--- config.mk ---
export PLATFORM = sky130hd
export DESIGN_NAME = charger_pin_control
export DESIGN_NICKNAME = d
export VERILOG_FILES = /design/src/include/charger_pkg.sv /design/src/logic/sync_2ff.sv /design/src/logic/charger_pin_control.sv
export VERILOG_INCLUDE_DIRS = /design/src /design/src/include
export SDC_FILE = /design/constraint.sdc
export NUM_CORES = 1
export LEC_CHECK = 0
export BUFFER_PORTS_ARGS = -buffer_cell sky130_fd_sc_hd__buf_4
export CAP_MARGIN = 10
export CORE_MARGIN = 2
export CORE_UTILIZATION = 34
export CTS_BUF_LIST = sky130_fd_sc_hd__clkbuf_8
export CTS_CLUSTER_SIZE = 16
export DETAILED_ROUTE_END_ITERATION = 10
export GPL_TIMING_DRIVEN = 0
export PLACE_DENSITY = 0.64
export SYNTH_ARGS = -nofsm -noshare
export SYNTH_HDL_FRONTEND = slang
export SYNTH_SLANG_ARGS = --single-unit
--- constraint.sdc ---
create_clock -name aclk -period 2.8 [get_ports aclk]
set_input_delay 0.28 -clock aclk [delete_from_list [all_inputs] [get_ports aclk]]
set_output_delay 0.28 -clock aclk [all_outputs]
set_load 0.02 [all_outputs]
--- src/include/charger_defs.svh ---
// register offsets, field positions, reset values and timing counts
`ifndef CHARGER_DEFS_SVH
`define CHARGER_DEFS_SVH

// -----------------------------------------------------------------------
// register byte offsets
// -----------------------------------------------------------------------
`define REG_CONTROL_OFS        4'h0
`define REG_STATUS_OFS         4'h4
`define REG_SAFETY_OFS         4'h8

// -----------------------------------------------------------------------
// control register fields
// -----------------------------------------------------------------------
`define CTRL_EN_STAT           0
`define CTRL_TIMER_MODE        1
`define CTRL_BOOST_PIN_EN      2
`define CTRL_SW_BOOST          3
`define CTRL_LIMIT_SEL         4
`define CTRL_TIMER_RESTART     5
`define CTRL_RESET             6'h01

// -----------------------------------------------------------------------
// status register fields
// -----------------------------------------------------------------------
`define STAT_CHARGING          0
`define STAT_PULSE             1
`define STAT_TIMER_EXPIRED     2
`define STAT_BOOST             3
`define STAT_LIMIT_500         4
`define STAT_CHARGE_DIS        5
`define STAT_SAFETY_RST        6
`define STAT_SAFETY_LOCK       7

// -----------------------------------------------------------------------
// safety limit register and bus answers
// -----------------------------------------------------------------------
`define SAFETY_RESET           8'h00
`define RESP_OKAY              2'h0
`define RESP_SLVERR            2'h2

// -----------------------------------------------------------------------
// timing
// -----------------------------------------------------------------------
`define CLK_MHZ                250
`define FAULT_PULSE_US         128
`define SAFETY_LONG_MIN        15
`define SAFETY_SHORT_S         32
`define FAULT_PULSE_CYCLES     (`FAULT_PULSE_US * `CLK_MHZ)
`define SAFETY_LONG_CYCLES     (64'd60 * `SAFETY_LONG_MIN * `CLK_MHZ * 64'd1000000)
`define SAFETY_SHORT_CYCLES    (64'd1 * `SAFETY_SHORT_S * `CLK_MHZ * 64'd1000000)

`endif

--- src/include/charger_pkg.sv ---
// types shared by the charger pin control logic
package charger_pkg;

  typedef enum logic [0:0]
  {
    timer_long  = 1'b0,
    timer_short = 1'b1
  } timer_mode_t;

  typedef enum logic [0:0]
  {
    pulse_idle = 1'b0,
    pulse_busy = 1'b1
  } pulse_state_t;

  typedef enum logic [1:0]
  {
    sel_control = 2'b00,
    sel_status  = 2'b01,
    sel_safety  = 2'b10,
    sel_none    = 2'b11
  } reg_sel_t;

endpackage

--- src/logic/sync_2ff.sv ---
// two flip-flop synchroniser for asynchronous pin levels
`timescale 1ns/1ns
module sync_2ff
#(
  parameter int WIDTH = 3
)
(
  // clock and reset
  input  wire logic             aclk,
  input  wire logic             aresetn,
  // levels
  input  wire logic [WIDTH-1:0] async_in,
  output logic      [WIDTH-1:0] sync_out
);

  logic [WIDTH-1:0] stage1;

  genvar i;
  generate
    for (i = 0; i < WIDTH; i = i + 1)
    begin : g_bit
      always_ff @(posedge aclk)
      begin
        if (!aresetn)
        begin
          stage1[i]   <= 1'b0;
          sync_out[i] <= 1'b0;
        end
        else
        begin
          stage1[i]   <= async_in[i];
          sync_out[i] <= stage1[i];
        end
      end
    end
  endgenerate

endmodule

--- src/logic/charger_pin_control.sv ---
// charger pin control logic with its axi4-lite register slave
`timescale 1ns/1ns
`include "charger_defs.svh"

module charger_pin_control
#(
  parameter logic [15:0] PULSE_CYCLES = 16'(`FAULT_PULSE_CYCLES),
  parameter logic [37:0] LONG_CYCLES  = 38'(`SAFETY_LONG_CYCLES),
  parameter logic [37:0] SHORT_CYCLES = 38'(`SAFETY_SHORT_CYCLES)
)
(
  // clock and reset
  input  wire logic        aclk,
  input  wire logic        aresetn,
  // axi4-lite write address
  input  wire logic [3:0]  awaddr,
  input  wire logic [2:0]  awprot,
  input  wire logic        awvalid,
  output logic             awready,
  // axi4-lite write data
  input  wire logic [31:0] wdata,
  input  wire logic [3:0]  wstrb,
  input  wire logic        wvalid,
  output logic             wready,
  // axi4-lite write response
  output logic [1:0]       bresp,
  output logic             bvalid,
  input  wire logic        bready,
  // axi4-lite read address
  input  wire logic [3:0]  araddr,
  input  wire logic [2:0]  arprot,
  input  wire logic        arvalid,
  output logic             arready,
  // axi4-lite read data
  output logic [31:0]      rdata,
  output logic [1:0]       rresp,
  output logic             rvalid,
  input  wire logic        rready,
  // pins from the host
  input  wire logic        charge_disable_in,
  input  wire logic        boost_or_limit_select,
  input  wire logic        safety_limit_reset_in,
  // charge status open-drain pin
  output logic             stat_out,
  output logic             stat_oe,
  // core charger state
  input  wire logic        charge_in_progress,
  input  wire logic        fault_in,
  // controls to the charger core
  output logic             charge_enable,
  output logic             vbus_hiz,
  output logic             boost_mode,
  output logic             limit_500ma,
  output logic             timer_expired,
  output logic [7:0]       safety_limit
);

  // -----------------------------------------------------------------------
  // address decode
  // -----------------------------------------------------------------------
  function automatic charger_pkg::reg_sel_t reg_decode(input logic [3:0] a);
    charger_pkg::reg_sel_t s;
    s = charger_pkg::sel_none;
    case (a)
      `REG_CONTROL_OFS: s = charger_pkg::sel_control;
      `REG_STATUS_OFS:  s = charger_pkg::sel_status;
      `REG_SAFETY_OFS:  s = charger_pkg::sel_safety;
      default:          s = charger_pkg::sel_none;
    endcase
    return s;
  endfunction

  // -----------------------------------------------------------------------
  // pin synchronisers
  // -----------------------------------------------------------------------
  logic [2:0] pins_sync;
  logic       cd_sync;
  logic       sel_sync;
  logic       safety_limit_reset_in_sync;

  sync_2ff #(.WIDTH(3)) u_pin_sync
  (
    .aclk     (aclk),
    .aresetn  (aresetn),
    .async_in ({safety_limit_reset_in, boost_or_limit_select,
                charge_disable_in}),
    .sync_out (pins_sync)
  );

  assign cd_sync    = pins_sync[0];
  assign sel_sync   = pins_sync[1];
  assign safety_limit_reset_in_sync = pins_sync[2];

  // -----------------------------------------------------------------------
  // write channel
  // -----------------------------------------------------------------------
  logic                  aw_full;
  logic [3:0]            aw_addr;
  logic                  w_full;
  logic [31:0]           w_data;
  logic                  w_lane0;
  logic                  do_write;
  charger_pkg::reg_sel_t wr_sel;
  logic                  ctrl_wr;
  logic                  status_wr;
  logic                  safety_wr;
  logic                  other_wr;

  assign awready   = !aw_full && !bvalid;
  assign wready    = !w_full && !bvalid;
  assign do_write  = aw_full && w_full && !bvalid;
  assign wr_sel    = reg_decode(aw_addr);
  assign ctrl_wr   = do_write && w_lane0
                     && wr_sel == charger_pkg::sel_control;
  assign status_wr = do_write && w_lane0
                     && wr_sel == charger_pkg::sel_status;
  assign other_wr  = do_write && (wr_sel == charger_pkg::sel_control
                     || wr_sel == charger_pkg::sel_status);

  always_ff @(posedge aclk)
  begin
    if (!aresetn)
    begin
      aw_full <= 1'b0;
      aw_addr <= 4'h0;
      w_full  <= 1'b0;
      w_data  <= 32'h0000_0000;
      w_lane0 <= 1'b0;
      bvalid  <= 1'b0;
      bresp   <= `RESP_OKAY;
    end
    else
    begin
      if (awvalid && awready)
      begin
        aw_full <= 1'b1;
        aw_addr <= {awaddr[3:2], 2'b00};
      end
      if (wvalid && wready)
      begin
        w_full  <= 1'b1;
        w_data  <= wdata;
        w_lane0 <= wstrb[0];
      end
      if (do_write)
      begin
        aw_full <= 1'b0;
        w_full  <= 1'b0;
        bvalid  <= 1'b1;
        bresp   <= (wr_sel == charger_pkg::sel_none) ? `RESP_SLVERR
                                                     : `RESP_OKAY;
      end
      else if (bvalid && bready)
      begin
        bvalid <= 1'b0;
      end
    end
  end

  // -----------------------------------------------------------------------
  // control register
  // -----------------------------------------------------------------------
  logic [5:0]               control;
  logic                     en_stat;
  charger_pkg::timer_mode_t timer_mode;
  logic                     boost_pin_en;
  logic                     sw_boost;
  logic                     limit_sel;
  logic                     timer_restart;

  assign en_stat       = control[`CTRL_EN_STAT];
  assign timer_mode    = charger_pkg::timer_mode_t'(control[`CTRL_TIMER_MODE]);
  assign boost_pin_en  = control[`CTRL_BOOST_PIN_EN];
  assign sw_boost      = control[`CTRL_SW_BOOST];
  assign limit_sel     = control[`CTRL_LIMIT_SEL];
  assign timer_restart = ctrl_wr && w_data[`CTRL_TIMER_RESTART];

  always_ff @(posedge aclk)
  begin
    if (!aresetn)
      control <= `CTRL_RESET;
    else if (ctrl_wr)
      control <= {1'b0, w_data[4:0]};
  end

  // -----------------------------------------------------------------------
  // safety limit register and lock
  // -----------------------------------------------------------------------
  logic safety_locked;

  assign safety_wr = do_write && w_lane0 && safety_limit_reset_in_sync && !safety_locked
                     && wr_sel == charger_pkg::sel_safety;

  always_ff @(posedge aclk)
  begin
    if (!aresetn)
    begin
      safety_limit  <= `SAFETY_RESET;
      safety_locked <= 1'b0;
    end
    else if (!safety_limit_reset_in_sync)
    begin
      safety_limit  <= `SAFETY_RESET;
      safety_locked <= 1'b0;
    end
    else
    begin
      if (safety_wr)
        safety_limit <= w_data[7:0];
      if (other_wr)
        safety_locked <= 1'b1;
    end
  end

  // -----------------------------------------------------------------------
  // safety timer
  // -----------------------------------------------------------------------
  logic [37:0]              timer_count;
  logic [37:0]              timer_last;
  logic                     timer_done;
  logic                     timer_clear;
  logic                     timer_hit;
  logic                     expired_clear;
  charger_pkg::timer_mode_t mode_seen;

  assign timer_last    = (timer_mode == charger_pkg::timer_short)
                         ? SHORT_CYCLES - 38'd1 : LONG_CYCLES - 38'd1;
  // only the long mode lets charge disable restart the count
  assign timer_clear   = timer_restart || timer_mode != mode_seen
                         || (timer_mode == charger_pkg::timer_long
                             && cd_sync);
  assign timer_hit     = !timer_clear && !timer_done && charge_in_progress
                         && timer_count >= timer_last;
  assign expired_clear = status_wr && w_data[`STAT_TIMER_EXPIRED];

  always_ff @(posedge aclk)
  begin
    if (!aresetn)
    begin
      timer_count   <= 38'h00_0000_0000;
      timer_done    <= 1'b0;
      timer_expired <= 1'b0;
      mode_seen     <= charger_pkg::timer_long;
    end
    else
    begin
      mode_seen <= timer_mode;
      if (timer_clear)
      begin
        timer_count <= 38'h00_0000_0000;
        timer_done  <= 1'b0;
      end
      else if (timer_hit)
        timer_done <= 1'b1;
      else if (charge_in_progress && !timer_done)
        timer_count <= timer_count + 38'd1;
      // a new expiry wins over a clear in the same cycle
      timer_expired <= timer_hit || (timer_expired && !expired_clear);
    end
  end

  // -----------------------------------------------------------------------
  // fault pulse on the status pin
  // -----------------------------------------------------------------------
  charger_pkg::pulse_state_t pulse_state;
  charger_pkg::pulse_state_t next_pulse_state;
  logic [15:0]               pulse_count;
  logic                      fault_prev;
  logic                      fault_event;
  logic                      pulse_end;

  assign fault_event = (fault_in && !fault_prev) || timer_hit;
  assign pulse_end   = pulse_count >= PULSE_CYCLES - 16'd1;

  always_comb
  begin
    next_pulse_state = pulse_state;
    case (pulse_state)
      charger_pkg::pulse_idle:
        if (fault_event)
          next_pulse_state = charger_pkg::pulse_busy;
      charger_pkg::pulse_busy:
        if (pulse_end)
          next_pulse_state = charger_pkg::pulse_idle;
      default:
        next_pulse_state = charger_pkg::pulse_idle;
    endcase
  end

  always_ff @(posedge aclk)
  begin
    if (!aresetn)
    begin
      pulse_state <= charger_pkg::pulse_idle;
      pulse_count <= 16'h0000;
      fault_prev  <= 1'b0;
    end
    else
    begin
      pulse_state <= next_pulse_state;
      fault_prev  <= fault_in;
      if (pulse_state == charger_pkg::pulse_busy)
        pulse_count <= pulse_count + 16'd1;
      else
        pulse_count <= 16'h0000;
    end
  end

  // -----------------------------------------------------------------------
  // pin and core outputs
  // -----------------------------------------------------------------------
  logic next_stat_oe;
  logic next_boost;
  logic next_limit;

  assign next_stat_oe = en_stat && (charge_in_progress
                        || pulse_state == charger_pkg::pulse_busy);
  // pin request, when enabled, is ORed with the software boost bit; either one turns boost on
  assign next_boost   = (boost_pin_en && sel_sync) || sw_boost;
  assign next_limit   = boost_pin_en ? limit_sel : sel_sync;
  assign stat_out     = 1'b0;

  always_ff @(posedge aclk)
  begin
    if (!aresetn)
    begin
      stat_oe       <= 1'b0;
      charge_enable <= 1'b0;
      vbus_hiz      <= 1'b1;
      boost_mode    <= 1'b0;
      limit_500ma   <= 1'b0;
    end
    else
    begin
      stat_oe       <= next_stat_oe;
      charge_enable <= !cd_sync;
      vbus_hiz      <= cd_sync;
      boost_mode    <= next_boost;
      limit_500ma   <= next_limit;
    end
  end

  // -----------------------------------------------------------------------
  // read channel
  // -----------------------------------------------------------------------
  charger_pkg::reg_sel_t rd_sel;
  logic [7:0]            status_word;
  logic [31:0]           rd_word;

  assign arready     = !rvalid;
  assign rd_sel      = reg_decode({araddr[3:2], 2'b00});
  assign status_word = {safety_locked, safety_limit_reset_in_sync, cd_sync, limit_500ma,
                        boost_mode, timer_expired,
                        pulse_state == charger_pkg::pulse_busy,
                        charge_in_progress};
  assign rd_word     = (rd_sel == charger_pkg::sel_control)
                       ? {26'h000_0000, control}
                       : (rd_sel == charger_pkg::sel_status)
                       ? {24'h00_0000, status_word}
                       : (rd_sel == charger_pkg::sel_safety)
                       ? {24'h00_0000, safety_limit}
                       : 32'h0000_0000;

  always_ff @(posedge aclk)
  begin
    if (!aresetn)
    begin
      rvalid <= 1'b0;
      rdata  <= 32'h0000_0000;
      rresp  <= `RESP_OKAY;
    end
    else if (arvalid && arready)
    begin
      rvalid <= 1'b1;
      rdata  <= rd_word;
      rresp  <= (rd_sel == charger_pkg::sel_none) ? `RESP_SLVERR
                                                  : `RESP_OKAY;
    end
    else if (rvalid && rready)
      rvalid <= 1'b0;
  end

endmodule

==> results of run 1 <==
[power groups by stage]
stage	clock (W)	combinational [W]	sequential (W)
after floorplan	0	0.000181	0.00166
after CTS	0.00106	0.000302	0.00162
final	0.00103	0.000317	0.00162
after detailed placement	0	0.000292	0.00166
after global placement	0	0.000292	0.00166
after global routing	0.00111	0.000346	0.00163
[worst max-delay path by stage]
stage,startpoint,endpoint,depth (start not counted)
finish,control[1]$_SDFFE_PN0N_,timer_count[9]$_SDFFE_PP0P_,12
CTS,control[1]$_SDFFE_PN0N_,timer_count[5]$_SDFFE_PP0P_,11
detailed placement,control[1]$_SDFFE_PN0N_,timer_count[32]$_SDFFE_PP0P_,10
global placement,control[1]$_SDFFE_PN0N_,timer_count[32]$_SDFFE_PP0P_,10
global route,control[1]$_SDFFE_PN0N_,timer_count[9]$_SDFFE_PP0P_,12
floorplan,control[1]$_SDFFE_PN0N_,timer_count[31]$_SDFFE_PP0P_,10
[repair_timing]
action,CTS,global route
cloned,1,1
resized for setup,16,34
pin swaps,5,18
setup buffers,10,3
endpoints found under the setup margin,40,38
[synth_stat cells (15+ instances only)]
cell	count	area [um2]
a21oi_1	51	255
and2_1	15	93.8
buf_4	27	203
clkbuf_1	18	67.6
dfxtp_1	109	2180
ha_1	23	288
mux2i_1	21	210
nand2_1	59	221
nand3_1	27	135
nand4_1	19	119
nor2_1	40	150
o21ai_0	24	120
or3_1	33	206
[through the flow]
stage               total power (W)  setup TNS, ns  instance area [um2]
global route                0.00308          -1.75                 6720
detailed placement          0.00195         -17.48                 6140
CTS                         0.00298              0                 6510
global placement            0.00195         -16.32                 6140
finish                      0.00296       -0.00721                 6720
floorplan                   0.00185              0                 5480
[kinds of logic after synthesis]
family | count (synthesis) | share of synthesized area, %
simple gates | 255 | 25.4
xor+xnor | 11 | 1.79
other cells | 1 | 0.0697
flops | 109 | 40.5
fa+ha+maj | 23 | 5.35
compound gates | 139 | 16.4
mux | 21 | 3.90
buf+inv | 62 | 6.60
[final cells by class]
type,count,area share (%)
Multi-Input combinational cell,476,46.4
Timing Repair Buffer,67,7.91
Tap cell,211,3.93
Clock inverter,7,1.43
Clock buffer,9,1.84
Sequential cell,109,32.6
Buffer,52,5.27
Inverter,10,0.614
[per-layer routing]
metal	GRT usage (%)	wire length [um]	up-vias	share of wire, %
met3	2.83	570	14	4.4
li1	-	-	2400	-
met4	5.95	197	0	1.5
met1	21.3	6310	2136	48
met2	25.5	6000	99	46
met5	0	0	-	0
[registers in the layout, summed over array words and instances, names as in the netlist, 2 cells and up]
signal and count:
pulse_count 16, u_pin_sync.sync_out 3, rdata 8, control 5, aw_addr 2, w_data 8
timer_count 38, u_pin_sync.stage1 3, safety_limit 8
[worst reg2reg max path: cells and delay by family, from the launching register on]
family          cells  cell delay, ns
flops               1            0.40
buf+inv             4            0.57
fa+ha+maj           1            0.26
compound gates      4            0.70
simple gates        3            0.80
==> results.json, run 1 <==
{
  "p_int_w": 0.00210,
  "cts_tree": "yes",
  "ys_types": 47,
  "root_buffer": "clkbuf_8",
  "grt_pass1_wl_um": 21400,
  "slowest_delay_ns": 0.54,
  "leakagePower_nw": 2.69,
  "status": "finished, violations left",
  "syn_area_um2": 5380,
  "maxSlewViolCount": 0,
  "rsz0062_at_grt": "true",
  "drt_iter0_markers": 167,
  "io_buffers": 52,
  "relSlewSlack_pct": 45.2,
  "clk_pin_slew_ns": 0.13,
  "finalSetupViolCount": 1,
  "antenna_found_initial": 0,
  "ys.flop_type": "dfxtp_1",
  "htreeDepth": 3,
  "wl_um": 13100,
  "p_per_area_nw_per_um2": 441,
  "synth_edf_count": 0,
  "insertion_delay_ns": 0.40,
  "first_pass_iters": 7,
  "synth_warnings": 0,
  "arrival_ns": 3.14,
  "hold_viol": 0,
  "drive_gt1_share_pct": 20.5,
  "p_sw_share_pct": 29.2,
  "crit_path_cell_trace": "clkinvlp_4 -> buf_6 -> ha_4 -> nand4b_1 -> or4b_4 -> a211oi_4 -> nor3_4 -> a21oi_4 -> buf_6 -> clkbuf_16 -> o21ai_2 -> a21oi_1",
  "critPathMaxFanout": 6,
  "worstSetupPathType": "flop to flop",
  "fin_crit_ns": 2.81,
  "post-route-period-util_pct": 100,
  "final_cell_mix": "dfxtp_1, buf_4, nand2_1",
  "hpwl_um": 9390,
  "skew_ns": 0.0149,
  "holdPathStages": 2,
  "critPathBufInv": 4,
  "dieHeight_um": 130,
  "p_comb_share_pct": 10.7,
  "viasPerCell": 4.94,
  "layout_setup_ws_ns": -0.00721,
  "cts_buffers": 9,
  "max_clock_freq_ghz": 0.356,
  "crit_path_frequent_cell": "buf_6",
  "power.share.clock_pct": 34.6,
  "first_global_vias": 4320,
  "avgSynthCellArea_um2": 8.67,
  "ios": 118,
  "seqPwrFrac_pct": 54.7,
  "hold_ws_ns": 0.0731,
  "grt_usage_pct": 15.9,
  "ir_drop_mv": 0.302,
  "violations": "setup timing",
  "antenna_left": 0,
  "antennaDiodeCount": 0,
  "drcViolationCount": 0,
  "core_um2": 15300,
  "grt_max_degree": 24,
  "wire_per_inst_um": 13.9,
  "nFillCells": 1529,
  "start_kind": "flop",
  "vias": 4649,
  "tightest_slew_ns": 0.817,
  "end_kind": "flop",
  "r2r_cells": 12,
  "clockBufferDepth": 2,
  "floorplan.die_area_um2": 16900,
  "yosysSeqAreaShare_pct": 40.5,
  "hold_path_class": "input port to flop",
  "synth-seq-cells": 109,
  "cts_sinks": 109,
  "r2r-end": "timer_count[9]$_SDFFE_PP0P_",
  "async_flop_share_pct": 0,
  "pre_cts_slack_ns": -0.540,
  "synthToLayoutAreaGrowth_pct": 24.8,
  "layout_commonest_cell": "dfxtp_1",
  "utilization_pct": 43.9,
  "worstHoldEndpoint": "u_pin_sync.stage1[1]$_SDFF_PN0_",
  "grt-ovfl-total": 0,
  "layout.nets": 810,
  "die_w_um": 130,
  "cts_hold_buf": 0,
  "drv_cap": 0,
  "place_congestion": 0.817,
  "row_count": 45,
  "crit_family": "simple AND/OR/NAND/NOR gates",
  "cp.required_ns": 3.13,
  "final_cells": 941,
  "start_util_pct": 35.2,
  "multiInputGateArea_um2": 3120,
  "regArea_um2": 2190,
  "p_sw_w": 0.000865,
  "hp-start": "boost_or_limit_select",
  "synth_cells": 621,
  "critPathSlowestCell": "or4b_4",
  "dp_cells": 910,
  "r2r_start": "control[1]$_SDFFE_PN0N_",
  "r2r_slack_ns": -0.007
}
No activity file was read; power rests on OpenSTA's default activity.
==> run 2, diff against run 1 <==
- PLACE_DENSITY: 0.64 -> 0.62
- clock period: 2.8 -> 3.44 ns (I/O delays scaled with it)
==> run 2 against run 1 <==
Net effect:
- first-iteration DRC count increased by 68%
- sequential power down 19%
- sequential share of layout area grew 1.8 points
- the run now ends clean
- setup slack better by 0.30 ns
- clock-buffer cell count unchanged
- global-route usage grew 0.56 points
- flip-flop and latch count is the same
- via count is 2.8% higher
- die area is the same
==> results.json, run 2 (synthesis results as in run 1) <==
{
  "max_clock_freq_ghz": 0.318,
  "start_util_pct": 35.2,
  "root_buffer": "clkbuf_8",
  "largest_register_ff_count": 38,
  "wire_per_inst_um": 14.3,
  "clockBufferDepth": 2,
  "die_w_um": 130,
  "power_w": 0.00240,
  "relSlewSlack_pct": 29.8,
  "layout.nets": 796,
  "fin_crit_ns": 3.15,
  "end_kind": "flop",
  "cp.required_ns": 3.76,
  "antenna_left": 0,
  "arrival_ns": 3.46,
  "place_congestion": 0.821,
  "wl_um": 13200,
  "synthToLayoutAreaGrowth_pct": 18.3,
  "reg_top3": "timer_count (38), pulse_count (16)",
  "hpwl_um": 9870,
  "antenna_found_initial": 0,
  "grt_max_degree": 21,
  "grt-ovfl-total": 0,
  "p_per_area_nw_per_um2": 376,
  "vias": 4781,
  "core_um2": 15300,
  "first_global_vias": 4646,
  "top_register": "timer_count",
  "first_pass_iters": 5,
  "worstSetupPathType": "flop to flop",
  "critPathMaxFanout": 15,
  "leakagePower_nw": 2.58,
  "r2r_slack_ns": 0.29,
  "drive_gt1_share_pct": 15.5,
  "clk_pin_slew_ns": 0.11,
  "skew_ns": 0.0116,
  "drt_iter0_markers": 281,
  "drv_cap": 0,
  "start_kind": "flop",
  "tightest_slew_ns": 1.04,
  "grt_usage_pct": 16.4,
  "maxSlewViolCount": 0,
  "pre_cts_slack_ns": -0.275,
  "row_count": 45,
  "status": "complete, no violations",
  "hold_path_class": "input port to flop",
  "cts_sinks": 109,
  "insertion_delay_ns": 0.39,
  "htreeDepth": 3,
  "io_buffers": 52,
  "cts_tree": "yes",
  "post-route-period-util_pct": 91.5,
  "floorplan.die_area_um2": 16900,
  "drcViolationCount": 0,
  "cts_hold_buf": 0,
  "ios": 118,
  "ir_drop_mv": 0.287,
  "hold_viol": 0,
  "final_cell_mix": "dfxtp_1, buf_4, nand2_1",
  "rsz0062_at_grt": "false",
  "finalSetupViolCount": 0,
  "layout_commonest_cell": "dfxtp_1",
  "dieHeight_um": 130,
  "cts_buffers": 9,
  "layout_setup_ws_ns": 0.293,
  "grt_pass1_wl_um": 22200,
  "antennaDiodeCount": 0,
  "viasPerCell": 5.16
}
run 2: cell count changes in the layout (fill, tap and decap cells not counted), sizes merged:
cell,before,now
bufinv,0,1
buf,101,87
clkinv,4,2
run 2: timing repair:
item | 4_1_cts | 5_1_grt
cloned | 0 | 0
setup buffers | 0 | 1
endpoints found under the setup margin | 40 | 30
gates resized for setup | 1 | 4
run 2: final timing paths:
path,endpoint,cells past startpoint,startpoint
min reg2reg,u_pin_sync.sync_out[0]$_SDFF_PN0_,1,u_pin_sync.stage1[0]$_SDFF_PN0_
max,timer_count[16]$_SDFFE_PP0P_,11,control[1]$_SDFFE_PN0N_
min,u_pin_sync.stage1[0]$_SDFF_PN0_,2,charge_disable_in
max reg2reg,timer_count[16]$_SDFFE_PP0P_,11,control[1]$_SDFFE_PN0N_
run 2: critical path: stages (launching register included):
cell	delay, ns
dfxtp_4	0.50
clkinvlp_4	0.11
buf_4	0.20
ha_1	0.31
nand4b_1	0.16
or4b_1	0.55
a211oi_2	0.28
nor3_2	0.11
a21oi_4	0.28
buf_2	0.29
o21ai_0	0.14
a21oi_1	0.13
run 2: per-layer routing:
layer  global-route usage, %  vias up  wire length [um]
met2                    27.3      137              6230
li1                        -     2384                 -
met1                    20.4     2243              5810
met3                    5.17       17               948
met4                    4.81        0               215
met5                       0        -                 0
run 2: power by group:
group | internal (W) | total [W] | switching (W) | leakage (nW)
Sequential | 0.00129 | 0.00132 | 0.0000272 | 0.886
Combinational | 0.000100 | 0.000239 | 0.000139 | 1.58
Clock | 0.000355 | 0.000839 | 0.000483 | 0.108
Total | 0.00175 | 0.00240 | 0.000649 | 2.58
run 2: final cells by class:
class	instances	area, um2
fill	1545	8950
sequential	109	2190
timing repair buffer	53	398
clock buffer	9	124
inverter	10	41.3
tap	211	264
multi-input combinational	476	2940
clock inverter	6	91.3
buffer	52	319
run 2: metrics by stage:
stage          hold WS [ns]  TNS, ns  instances  cell area [um2]  utilization (%)
2_1_floorplan         0.412        0        647             5480                -
5_1_grt               0.115        0        926             6370             41.6
4_1_cts               0.136        0        925             6350             41.5
3_3_place_gp          0.417    -4.25        910             6140             40.1
6_report              0.154        0        926             6370             41.6
3_5_place_dp          0.421    -6.23        910             6140             40.1
==> run 3, diff against run 2 <==
- PLACE_DENSITY: 0.62 -> 0.59
==> run 3 against run 2 <==
Net effect:
- sequential power is essentially flat
- non-clock buffer count is the same
- routed wire length grew 0.50%
- cell area is essentially flat
- clock power grew 1%
- register-to-register slack is essentially flat
- combinational power is essentially flat
- largest power group unchanged
- highest routed layer unchanged
==> results.json, run 3 (synthesis results as in run 1) <==
{
  "vias": 4734,
  "clockBufferDepth": 2,
  "hpwl_um": 9720,
  "wl_um": 13300,
  "leakagePower_nw": 2.57,
  "hold_viol": 0,
  "pre_cts_slack_ns": -0.295,
  "tightest_slew_ns": 1.07,
  "worstSetupPathType": "flop to flop",
  "wire_per_inst_um": 14.3,
  "crit_path_frequent_cell": "buf_6",
  "first_pass_iters": 4,
  "io_buffers": 52,
  "grt_pass1_wl_um": 22000,
  "slowest_delay_ns": 0.50,
  "cts_hold_buf": 0,
  "insertion_delay_ns": 0.40,
  "rsz0062_at_grt": "false",
  "cts_tree": "yes",
  "floorplan.die_area_um2": 16900,
  "start_kind": "flop",
  "drv_cap": 0,
  "p_per_area_nw_per_um2": 378,
  "viasPerCell": 5.11,
  "die_w_um": 130,
  "root_buffer": "clkbuf_8",
  "end_kind": "flop",
  "critPathSlowestCell": "dfxtp_4",
  "ios": 118,
  "antenna_found_initial": 0,
  "layout_commonest_cell": "dfxtp_1",
  "first_global_vias": 4532,
  "layout.nets": 796,
  "crit_path_cell_trace": "clkinvlp_4 -> buf_4 -> ha_1 -> and4b_1 -> or4b_1 -> a211oi_2 -> nor3_2 -> a21oi_4 -> buf_6 -> buf_6 -> o21ai_1 -> a21oi_1",
  "hold_ws_ns": 0.140,
  "ir_drop_mv": 0.237,
  "skew_ns": 0.0131,
  "final_cell_mix": "dfxtp_1, buf_4, nand2_1",
  "utilization_pct": 41.6,
  "grt_max_degree": 21,
  "place_congestion": 0.828,
  "critPathBufInv": 4,
  "drive_gt1_share_pct": 15.6,
  "finalSetupViolCount": 0,
  "relSlewSlack_pct": 28.0,
  "fin_crit_ns": 3.16,
  "layout_setup_ws_ns": 0.279,
  "nFillCells": 1563,
  "htreeDepth": 3,
  "cp.required_ns": 3.76,
  "post-route-period-util_pct": 91.9,
  "top_register": "timer_count",
  "hold_path_class": "input port to flop",
  "cts_sinks": 109,
  "status": "complete, no violations",
  "reg_top3": "timer_count (38), pulse_count (16)",
  "synthToLayoutAreaGrowth_pct": 18.2,
  "critPathMaxFanout": 15,
  "clk_pin_slew_ns": 0.12,
  "crit_family": "compound AO/OA/AOI/OAI gates",
  "core_um2": 15300,
  "largest_register_ff_count": 38,
  "max_clock_freq_ghz": 0.316,
  "maxSlewViolCount": 0,
  "cts_buffers": 9,
  "drcViolationCount": 0,
  "arrival_ns": 3.48,
  "drt_iter0_markers": 234,
  "antennaDiodeCount": 0,
  "dieHeight_um": 130,
  "row_count": 45,
  "grt-ovfl-total": 0,
  "antenna_left": 0,
  "start_util_pct": 35.2,
  "grt_usage_pct": 16.4
}
[run 3: cell types whose count changed in the layout (fill, tap and decap cells not counted), sizes merged]
cell,delta
clkinvlp,+2
clkinv,-1
[run 3: cell type report]
class	instances	area, um2	area share (%)
inverter	10	41.3	0.649
clock inverter	7	90.1	1.42
timing repair buffer	53	398	6.25
clock buffer	9	124	1.95
multi-input combinational	476	2940	46.2
sequential	109	2190	34.3
buffer	52	319	5.01
tap	211	264	4.15
[run 3: metrics by stage]
stage	instances	cell area (um2)	TNS [ns]	power (W)
2_1_floorplan	647	5480	0	0.00150
3_5_place_dp	910	6140	-7.44	0.00159
6_report	927	6370	0	0.00241
4_1_cts	926	6350	0	0.00244
3_3_place_gp	910	6140	-4.09	0.00158
5_1_grt	927	6370	0	0.00252
[run 3: per-layer routing]
metal | vias up | track usage, % | wire [um]
met5 | - | 0 | 0
li1 | 2380 | - | -
met2 | 109 | 27.6 | 6190
met1 | 2231 | 20.3 | 6020
met3 | 14 | 5.08 | 873
met4 | 0 | 4.87 | 185
[run 3: what timing repair did]
action,CTS,global route
gates resized for setup,1,4
endpoints found under the setup margin,40,34
buffers inserted,0,1
[run 3: worst paths after layout]
check	slack (ns)	cells past startpoint	end	startpoint
hold reg to reg	0.45	1	u_pin_sync.sync_out[1]$_SDFF_PN0_	u_pin_sync.stage1[1]$_SDFF_PN0_
setup / recovery	0.28	12	timer_count[4]$_SDFFE_PP0P_	control[1]$_SDFFE_PN0N_
hold / removal	0.14	2	u_pin_sync.stage1[2]$_SDFF_PN0_	safety_limit_reset_in
setup reg to reg	0.28	12	timer_count[4]$_SDFFE_PP0P_	control[1]$_SDFFE_PN0N_
[run 3: report_power, final]
part	leakage [nW]	internal, W	switching (W)
Clock	0.101	0.000353	0.000497
Sequential	0.886	0.00129	0.0000270
Combinational	1.58	0.000100	0.000139
[run 3: worst reg2reg max path, delay by kind of cell (launching register included)]
kind / cells / cell delay, ns
AOI/OAI and AO/OA: 4 / 0.81
DFF: 1 / 0.50
and+or+nand+nor: 3 / 0.80
buffers and inverters: 4 / 0.67
adders and majority gates: 1 / 0.31
